$ cat src/verilog/ppo_pkg.sv
/*
  Shared constants and carriers for the port pin override block:
  register map, field positions, converter select codes, bus structs.
  Assumes an AXI4-Lite master with 32-bit data and 8-bit byte addresses.
*/
package ppo_pkg;

  localparam int unsigned NPIN   = 2;
  localparam int unsigned ADDR_W = 8;
  localparam int unsigned DATA_W = 32;

  // Register byte offsets
  localparam logic [ADDR_W-1:0] ADDR_DATA = 8'h00;
  localparam logic [ADDR_W-1:0] ADDR_DIR  = 8'h04;
  localparam logic [ADDR_W-1:0] ADDR_PIN  = 8'h08;
  localparam logic [ADDR_W-1:0] ADDR_CTRL = 8'h0C;

  // Control register fields
  localparam int unsigned CTRL_PUD_BIT = 0;
  localparam int unsigned CTRL_DID_LSB = 1;
  localparam int unsigned CTRL_W       = 1 + NPIN;

  localparam logic [NPIN-1:0]   PIN_RST  = 2'h0;
  localparam logic [CTRL_W-1:0] CTRL_RST = 3'h0;

  // Voltage converter channel select that grabs each pin
  localparam int unsigned VSEL_W = 3;
  localparam logic [VSEL_W-1:0] VSEL_CODE [NPIN] = '{3'h2, 3'h1};

  localparam logic [1:0] RESP_OKAY   = 2'h0;
  localparam logic [1:0] RESP_SLVERR = 2'h2;

  typedef enum logic [0:0] {
    WR_IDLE = 1'b0,
    WR_RESP = 1'b1
  } ppo_wr_state_t;

  typedef struct packed {
    logic pullup_ovr_en;
    logic pullup_ovr_val;
    logic dir_ovr_en;
    logic dir_ovr_val;
    logic outval_ovr_en;
    logic outval_ovr_val;
    logic outval_toggle_ovr;
    logic din_enable_ovr_en;
    logic din_enable_ovr_val;
  } ppo_ovr_t;

  typedef struct packed {
    logic [ADDR_W-1:0] awaddr;
    logic              awvalid;
    logic [DATA_W-1:0] wdata;
    logic [3:0]        wstrb;
    logic              wvalid;
    logic              bready;
    logic [ADDR_W-1:0] araddr;
    logic              arvalid;
    logic              rready;
  } ppo_axil_req_t;

  typedef struct packed {
    logic              awready;
    logic              wready;
    logic              bvalid;
    logic [1:0]        bresp;
    logic              arready;
    logic              rvalid;
    logic [DATA_W-1:0] rdata;
    logic [1:0]        rresp;
  } ppo_axil_rsp_t;

endpackage

$ cat src/verilog/ppo_port_pin.sv
/*
  Two-pin general-purpose port with alternate-function overrides,
  sleep input clamp, pin-change detection and an AXI4-Lite register file.
  Assumes pads resolve the drive/pull-up controls; analog paths are bonded
  straight to the pad outside this logic, gated by the analog select.
*/
// Design decisions made here: the AXI4-Lite interface to the registers and the address map.
// Operation
// - Sleep clamps digital input before schmitt trigger
// - Enabled external interrupt pins escape sleep clamp
// - Clamp release on high pin flags change
// - Reset disables every pull-up
// - Pull-up on for dir,data,pud equal 010
// - Pull-up override value decides when enabled
// - Direction bit drives output enable by default
// - Direction override value decides when enabled
// - Driven level from override or data bit
// - Value override presents override level
// - Toggle override inverts output data bit
// - Input enable follows sleep state by default
// - Input enable override value decides when enabled
// - Alternate functions get unsynchronised schmitt output
// - Analog path goes straight to pad
// - Low pins serve converter, ground, pin-change
// - Strobes per port; clamp, pud shared
// - Plain pin: output or pulled-up input
// - Writing one to input bit toggles data
// - Pin passes latch then rising-edge register
`timescale 1ns/1ps
module ppo_port_pin
  import ppo_pkg::*;
(
  input  wire logic                ref_clk_i,
  input  wire logic                rst_n_i,
  input  wire ppo_axil_req_t       axil_req_i,
  output ppo_axil_rsp_t            axil_rsp_o,
  input  wire ppo_ovr_t [NPIN-1:0] ovr_i,
  input  wire logic                sleep_i,
  input  wire logic [NPIN-1:0]     ext_irq_en_i,
  input  wire logic [VSEL_W-1:0]   vconv_sel_i,
  input  wire logic [NPIN-1:0]     pad_in_i,
  output logic [NPIN-1:0]          pad_out_o,
  output logic [NPIN-1:0]          pad_oe_o,
  output logic [NPIN-1:0]          pad_pullup_o,
  output logic [NPIN-1:0]          alt_digital_in_o,
  output logic [NPIN-1:0]          alt_analog_io_sel_o,
  output logic [NPIN-1:0]          pin_change_irq_o
);

  // Register file and bus state
  ppo_wr_state_t     wst_r,      wst_nxt;
  logic              aw_held_r,  aw_held_nxt;
  logic [ADDR_W-1:0] awaddr_r,   awaddr_nxt;
  logic              w_held_r,   w_held_nxt;
  logic [DATA_W-1:0] wdata_r,    wdata_nxt;
  logic              wstrb0_r,   wstrb0_nxt;
  logic              awready_r,  awready_nxt;
  logic              wready_r,   wready_nxt;
  logic              bvalid_r,   bvalid_nxt;
  logic [1:0]        bresp_r,    bresp_nxt;
  logic              arready_r,  arready_nxt;
  logic              rvalid_r,   rvalid_nxt;
  logic [DATA_W-1:0] rdata_r,    rdata_nxt;
  logic [1:0]        rresp_r,    rresp_nxt;
  logic [NPIN-1:0]   data_r,     data_nxt;
  logic [NPIN-1:0]   dir_r,      dir_nxt;
  logic [CTRL_W-1:0] ctrl_r,     ctrl_nxt;

  // Input path
  logic [NPIN-1:0]   meta_r;
  logic [NPIN-1:0]   pin_in_r,   pin_in_nxt;
  logic [NPIN-1:0]   din_prev_r, din_prev_nxt;
  logic [NPIN-1:0]   irq_r,      irq_nxt;

  // Pad controls
  logic [NPIN-1:0]   oe_r,       oe_nxt;
  logic [NPIN-1:0]   out_r,      out_nxt;
  logic [NPIN-1:0]   pu_r,       pu_nxt;
  logic [NPIN-1:0]   asel_r,     asel_nxt;
  logic [NPIN-1:0]   din_en;
  logic [NPIN-1:0]   din_clamped;

  logic              global_pullup_off;
  logic [NPIN-1:0]   did;

  assign global_pullup_off = ctrl_r[CTRL_PUD_BIT];
  assign did = ctrl_r[CTRL_DID_LSB +: NPIN];

  // Pin control: overrides from peripherals merged with converter grab
  always_comb begin
    logic [NPIN-1:0] data_eff;
    logic [NPIN-1:0] dd_en;
    logic [NPIN-1:0] dd_val;
    logic [NPIN-1:0] pv_en;
    logic [NPIN-1:0] pv_val;
    logic [NPIN-1:0] die_en;
    logic [NPIN-1:0] die_val;
    logic [NPIN-1:0] grab;
    data_eff = '0;
    dd_en    = '0;
    dd_val   = '0;
    pv_en    = '0;
    pv_val   = '0;
    die_en   = '0;
    die_val  = '0;
    grab     = '0;
    for (int i = 0; i < NPIN; i++) begin
      grab[i]     = (vconv_sel_i == VSEL_CODE[i]);
      data_eff[i] = data_r[i] ^ ovr_i[i].outval_toggle_ovr;
      // Converter grab drives low as signal ground
      dd_en[i]  = ovr_i[i].dir_ovr_en | grab[i];
      dd_val[i] = ovr_i[i].dir_ovr_en ? ovr_i[i].dir_ovr_val : 1'b1;
      pv_en[i]  = ovr_i[i].outval_ovr_en | grab[i];
      pv_val[i] = ovr_i[i].outval_ovr_en & ovr_i[i].outval_ovr_val;
      // Digital disable bit shuts the input off for analog use
      die_en[i]  = ovr_i[i].din_enable_ovr_en | did[i];
      die_val[i] = ovr_i[i].din_enable_ovr_en ?
                   ovr_i[i].din_enable_ovr_val : 1'b0;
      if (ovr_i[i].pullup_ovr_en) begin
        pu_nxt[i] = ovr_i[i].pullup_ovr_val;
      end else begin
        pu_nxt[i] = ~dir_r[i] & data_eff[i] & ~global_pullup_off;
      end
      oe_nxt[i]  = dd_en[i] ? dd_val[i] : dir_r[i];
      out_nxt[i] = pv_en[i] ? pv_val[i] : data_eff[i];
      if (die_en[i]) begin
        din_en[i] = die_val[i];
      end else begin
        din_en[i] = ~(sleep_i & ~ext_irq_en_i[i]);
      end
      asel_nxt[i] = grab[i];
    end
  end

  // Clamp to ground ahead of the schmitt trigger
  assign din_clamped = pad_in_i & din_en;
  // Handed on raw; each peripheral brings its own synchroniser
  assign alt_digital_in_o = din_clamped;

  always_ff @(posedge ref_clk_i or negedge rst_n_i) begin
    if (!rst_n_i) begin
      oe_r   <= PIN_RST;
      out_r  <= PIN_RST;
      pu_r   <= PIN_RST;
      asel_r <= PIN_RST;
    end else begin
      oe_r   <= oe_nxt;
      out_r  <= out_nxt;
      pu_r   <= pu_nxt;
      asel_r <= asel_nxt;
    end
  end

  // Latch stage: closes on the falling edge, like the transparent-high
  // latch, so the value settles for half a period before the register
  always_ff @(negedge ref_clk_i or negedge rst_n_i) begin
    if (!rst_n_i) begin
      meta_r <= PIN_RST;
    end else begin
      meta_r <= din_clamped;
    end
  end

  always_comb begin
    pin_in_nxt   = meta_r;
    din_prev_nxt = pin_in_r;
    // A high pin released from the clamp reads as a change on wake
    irq_nxt      = pin_in_r ^ din_prev_r;
  end

  always_ff @(posedge ref_clk_i or negedge rst_n_i) begin
    if (!rst_n_i) begin
      pin_in_r   <= PIN_RST;
      din_prev_r <= PIN_RST;
      irq_r      <= PIN_RST;
    end else begin
      pin_in_r   <= pin_in_nxt;
      din_prev_r <= din_prev_nxt;
      irq_r      <= irq_nxt;
    end
  end

  // Write channel: address and data taken in either order
  always_comb begin
    logic do_wr;
    do_wr       = 1'b0;
    wst_nxt     = wst_r;
    aw_held_nxt = aw_held_r;
    awaddr_nxt  = awaddr_r;
    w_held_nxt  = w_held_r;
    wdata_nxt   = wdata_r;
    wstrb0_nxt  = wstrb0_r;
    bvalid_nxt  = bvalid_r;
    bresp_nxt   = bresp_r;
    data_nxt    = data_r;
    dir_nxt     = dir_r;
    ctrl_nxt    = ctrl_r;
    if (axil_req_i.awvalid && awready_r) begin
      aw_held_nxt = 1'b1;
      awaddr_nxt  = axil_req_i.awaddr;
    end
    if (axil_req_i.wvalid && wready_r) begin
      w_held_nxt = 1'b1;
      wdata_nxt  = axil_req_i.wdata;
      wstrb0_nxt = axil_req_i.wstrb[0];
    end
    case (wst_r)
      WR_IDLE: begin
        if (aw_held_r && w_held_r) begin
          do_wr       = 1'b1;
          aw_held_nxt = 1'b0;
          w_held_nxt  = 1'b0;
          bvalid_nxt  = 1'b1;
          wst_nxt     = WR_RESP;
        end
      end
      WR_RESP: begin
        if (axil_req_i.bready) begin
          bvalid_nxt = 1'b0;
          wst_nxt    = WR_IDLE;
        end
      end
      default: begin
        wst_nxt = WR_IDLE;
      end
    endcase
    if (do_wr) begin
      bresp_nxt = RESP_OKAY;
      case (awaddr_r)
        ADDR_DATA: if (wstrb0_r) data_nxt = wdata_r[NPIN-1:0];
        ADDR_DIR:  if (wstrb0_r) dir_nxt  = wdata_r[NPIN-1:0];
        ADDR_PIN:  if (wstrb0_r) data_nxt = data_r ^ wdata_r[NPIN-1:0];
        ADDR_CTRL: if (wstrb0_r) ctrl_nxt = wdata_r[CTRL_W-1:0];
        default:   bresp_nxt = RESP_SLVERR;
      endcase
    end
    awready_nxt = (wst_nxt == WR_IDLE) && !aw_held_nxt;
    wready_nxt  = (wst_nxt == WR_IDLE) && !w_held_nxt;
  end

  always_ff @(posedge ref_clk_i or negedge rst_n_i) begin
    if (!rst_n_i) begin
      wst_r     <= WR_IDLE;
      aw_held_r <= 1'b0;
      awaddr_r  <= '0;
      w_held_r  <= 1'b0;
      wdata_r   <= '0;
      wstrb0_r  <= 1'b0;
      awready_r <= 1'b0;
      wready_r  <= 1'b0;
      bvalid_r  <= 1'b0;
      bresp_r   <= RESP_OKAY;
      data_r    <= PIN_RST;
      dir_r     <= PIN_RST;
      ctrl_r    <= CTRL_RST;
    end else begin
      wst_r     <= wst_nxt;
      aw_held_r <= aw_held_nxt;
      awaddr_r  <= awaddr_nxt;
      w_held_r  <= w_held_nxt;
      wdata_r   <= wdata_nxt;
      wstrb0_r  <= wstrb0_nxt;
      awready_r <= awready_nxt;
      wready_r  <= wready_nxt;
      bvalid_r  <= bvalid_nxt;
      bresp_r   <= bresp_nxt;
      data_r    <= data_nxt;
      dir_r     <= dir_nxt;
      ctrl_r    <= ctrl_nxt;
    end
  end

  // Read channel: one outstanding read, data one cycle after address
  always_comb begin
    rvalid_nxt = rvalid_r;
    rdata_nxt  = rdata_r;
    rresp_nxt  = rresp_r;
    if (rvalid_r && axil_req_i.rready) begin
      rvalid_nxt = 1'b0;
    end
    if (axil_req_i.arvalid && arready_r) begin
      rvalid_nxt = 1'b1;
      rdata_nxt  = '0;
      rresp_nxt  = RESP_OKAY;
      case (axil_req_i.araddr)
        ADDR_DATA: rdata_nxt[NPIN-1:0]   = data_r;
        ADDR_DIR:  rdata_nxt[NPIN-1:0]   = dir_r;
        ADDR_PIN:  rdata_nxt[NPIN-1:0]   = pin_in_r;
        ADDR_CTRL: rdata_nxt[CTRL_W-1:0] = ctrl_r;
        default:   rresp_nxt = RESP_SLVERR;
      endcase
    end
    arready_nxt = !rvalid_nxt;
  end

  always_ff @(posedge ref_clk_i or negedge rst_n_i) begin
    if (!rst_n_i) begin
      arready_r <= 1'b0;
      rvalid_r  <= 1'b0;
      rdata_r   <= '0;
      rresp_r   <= RESP_OKAY;
    end else begin
      arready_r <= arready_nxt;
      rvalid_r  <= rvalid_nxt;
      rdata_r   <= rdata_nxt;
      rresp_r   <= rresp_nxt;
    end
  end

  always_comb begin
    axil_rsp_o.awready = awready_r;
    axil_rsp_o.wready  = wready_r;
    axil_rsp_o.bvalid  = bvalid_r;
    axil_rsp_o.bresp   = bresp_r;
    axil_rsp_o.arready = arready_r;
    axil_rsp_o.rvalid  = rvalid_r;
    axil_rsp_o.rdata   = rdata_r;
    axil_rsp_o.rresp   = rresp_r;
  end

  assign pad_out_o           = out_r;
  assign pad_oe_o            = oe_r;
  assign pad_pullup_o        = pu_r;
  assign alt_analog_io_sel_o = asel_r;
  assign pin_change_irq_o    = irq_r;

endmodule // ppo_port_pin

$ cat config.mk
export PLATFORM = sky130hd
export DESIGN_NAME = ppo_port_pin
export DESIGN_NICKNAME = d
export VERILOG_FILES = /design/src/verilog/ppo_pkg.sv /design/src/verilog/ppo_port_pin.sv
export SDC_FILE = /design/constraint.sdc
export NUM_CORES = 1
export LEC_CHECK = 0
export ABC_AREA = 1
export BUFFER_PORTS_ARGS = -buffer_cell sky130_fd_sc_hd__buf_4
export CORE_UTILIZATION = 46
export DETAILED_ROUTE_END_ITERATION = 10
export GPL_ROUTABILITY_DRIVEN = 1
export PLACE_DENSITY = 0.84
export SLEW_MARGIN = 20
export SYNTH_ARGS = -nofsm -noshare
export SYNTH_HDL_FRONTEND = slang
export SYNTH_SLANG_ARGS = --single-unit
$ cat constraint.sdc
create_clock -name ref_clk_i -period 1.9 [get_ports ref_clk_i]
set_input_delay 0.19 -clock ref_clk_i [delete_from_list [all_inputs] [get_ports ref_clk_i]]
set_output_delay 0.19 -clock ref_clk_i [all_outputs]
set_load 0.03 [all_outputs]
==> impl_metrics.py <==
metrics = {
    "outcome": {
        "status": "finished, violations left",
        "violations": "hold timing",
    },
    "critical_path": {
        "r2r_slack_ps": 170,
        "critPathMaxStageDelay_ps": 400,
        "worstReg2RegEnd": "meta_r[1]",
        "end_kind": "flop",
        "cp_top_family": "flip-flops",
        "crit_chain": "nor2_1, o21ai_1, a21boi_2",
        "arrival_ps": 920,
        "crit_buf_inv": 0,
        "worstSetupStartpointType": "flop",
        "criticalPathCategory": "flop to flop",
        "cp.required_ps": 1090,
        "cp_max_fo": 3,
        "worst-r2r-cell-count": 3,
        "r2r-start": "ctrl_r[2]",
        "worst_path_max_delay_cell": "dfrtp_1",
    },
    "placed_design": {
        "dp_hpwl_um": 3370,
        "io_buffers": 74,
        "gp_congestion": 0.8052,
        "dpl.cell_count": 397,
        "place_ws_ps": 168.0,
    },
    "timing": {
        "fin_setup_tns_ps": 0,
        "rsz0062_at_grt": "false",
        "worst_pin_slew_ps": 559.6,
        "slew_violations": 0,
        "hold_violations": 11,
        "setup_viol": 0,
        "relSlewSlack_pct": 62.69,
        "hold_ws_ps": -3.949,
        "finClkSkew_ps": 11.01,
        "fin_ws_ps": 168.5,
    },
    "cells_and_area": {
        "n_antenna_cell": 0,
        "multiInputGateArea_sq_um": 820.8,
        "drive_above_1_share_pct": 28.70,
        "finalCoreUtilization_pct": 60.55,
        "final_nets": 422,
        "num-fill-cells": 432,
        "regArea_sq_um": 1201,
        "area_growth_pct": 25.74,
        "final_cells": 405,
    },
    "routing": {
        "drt_wl_total_um": 4180,
        "via_count": 1791,
        "via_per_inst": 4.422,
        "postRouteAntennaNets": 0,
        "avgRoutedWirePerCell_um": 10.32,
        "drtIter0Drc": 46,
        "drcViolationCount": 0,
        "firstDrtPassIters": 4,
    },
    "cts": {
        "clk_pin_slew_ps": 90,
        "cts_tree": "yes",
        "cts.sinks": 48,
        "ctsRootBufferMaster": "clkbuf_8",
        "cts_max_path_buffers": 2,
        "clkLatencyLatePin_ps": 300,
        "h-tree-depth": 2,
        "cts_inserted_buffers": 5,
        "hold_buffers": 0,
        "post_cts_buffers": 0,
        "cts_resized": 0,
    },
    "die": {
        "die_y_um": 72.55,
        "core_sq_um": 4755,
        "row_count": 25,
        "fp.dieArea_sq_um": 5264,
        "ios": 138,
        "initial_core_util_pct": 48.16,
        "die_width_um": 72.55,
    },
    "min_path": {
        "hp-class": "primary input to asynchronous set/reset pin",
    },
    "global_routing": {
        "grt_util_all_layers_pct": 16.83,
        "grt_pass1_wl_um": 6734,
        "overflow": 0,
        "grt_pass1_vias": 1668,
        "grt_max_degree": 47,
        "antenna_found_initial": 0,
    },
    "synthesis": {
        "syn_area_sq_um": 2290,
        "syn_inst": 262,
        "synth.avg_cell_area_sq_um": 8.739,
        "yosysSeqAreaShare_pct": 52.46,
        "ys_ff_latch": 48,
        "yosysWarnings": 0,
        "synth_cell_types": 23,
    },
    "power_and_ir_drop": {
        "leakage_nw": 1.572,
        "p_total_mw": 3.275,
        "vdd_drop_max_mv": 0.7663,
        "powerDensity_nw_per_um2": 1137,
    },
    "run": {
        "cap_violations": 0,
    },
}
placed cells by master, fill, tap and decap left out, types with 6 or more instances in the layout:
| master | Yosys | layout |
|---|---|---|
| buf_4 | 36 | 75 |
| nand2_1 | 63 | 63 |
| dfrtp_1 | 46 | 46 |
| conb_1 | 1 | 31 |
| inv_1 | 28 | 28 |
| nor2_1 | 23 | 23 |
| o21ai_0 | 16 | 14 |
| nand3_1 | 10 | 10 |
| o21ai_1 | 4 | 6 |
| clkbuf_8 | 0 | 6 |
how the worst max path moves through the flow:
| stage | end | slack [ps] | startpoint | cells after the start |
|---|---|---|---|---|
| 2_1_floorplan | meta_r[0] | 9 | ctrl_r[1] | 3 |
| 3_3_place_gp | meta_r[1] | 180 | ctrl_r[2] | 3 |
| 3_5_place_dp | meta_r[1] | 170 | ctrl_r[2] | 3 |
| 4_1_cts | meta_r[1] | 150 | ctrl_r[2] | 3 |
| 5_1_grt | meta_r[1] | 120 | ctrl_r[2] | 3 |
| 6_report | meta_r[1] | 170 | ctrl_r[2] | 3 |
logic make-up (layout without fill, tap and decap cells):
group	after synthesis	count (layout)	synth area share, %
other	1	31	0.1638
XOR/XNOR	4	4	1.530
AO/OA/AOI/OAI	30	30	7.104
multiplexers	2	2	0.9835
AND/OR/NAND/NOR	110	110	20.82
flip-flops	48	48	52.46
buffers and inverters	67	113	16.94
registers in the layout, indices dropped and copies added (netlist names), 3 cells and up:
| register | flops |
|---|---|
| ctrl_r | 3 |
| rdata_r | 3 |
| awaddr_r | 8 |
| wdata_r | 3 |
metrics by stage:
step | instance area (sq um) | hold slack [ps]
floorplan | 2410 | -105.6
global route | 2879 | 48.00
CTS | 2879 | 14.57
detailed placement | 2781 | 349.4
global placement | 2781 | 342.6
finish | 2879 | -3.949
power by group:
part,switching (mW),internal (mW),total [mW]
combinational,0.716,0.408,1.12
sequential,0.202,1.32,1.53
clock,0.330,0.294,0.624
total,1.25,2.03,3.27
synth_stat cells, drive strengths merged:
master,instances,area [sq um]
nand3,14,90.09
mux2,2,22.52
nand2,63,236.5
inv,30,112.6
nor3,3,15.01
dfrtn,2,50.05
nand4,3,18.77
xor2,4,35.03
dfrtp,46,1151
conb,1,3.750
buf,37,275.3
a21oi,5,25.02
a31oi,2,12.51
a21boi,2,15.01
nor2,27,116.4
o21ai,20,100.1
a32o,1,10.01
per-layer routing:
metal,global-route usage [%],vias to the layer above,part of all wire (%)
li1,-,902,-
met1,18.21,812,41
met2,31.57,72,51
met3,5.139,5,7.2
met4,4.575,0,1.1
met5,0,-,0
cell type report:
type                            count  share of cell area, %
Sequential cell                    48                  41.72
Multi-Input combinational cell    177                  28.51
Timing Repair Buffer               75                  19.56
Inverter                           30                  3.911
Clock buffer                        6                  2.868
Clock inverter                      2                 0.5215
Tap cell                           67                  2.912
Note: power is estimated with default switching activity, not from simulation.
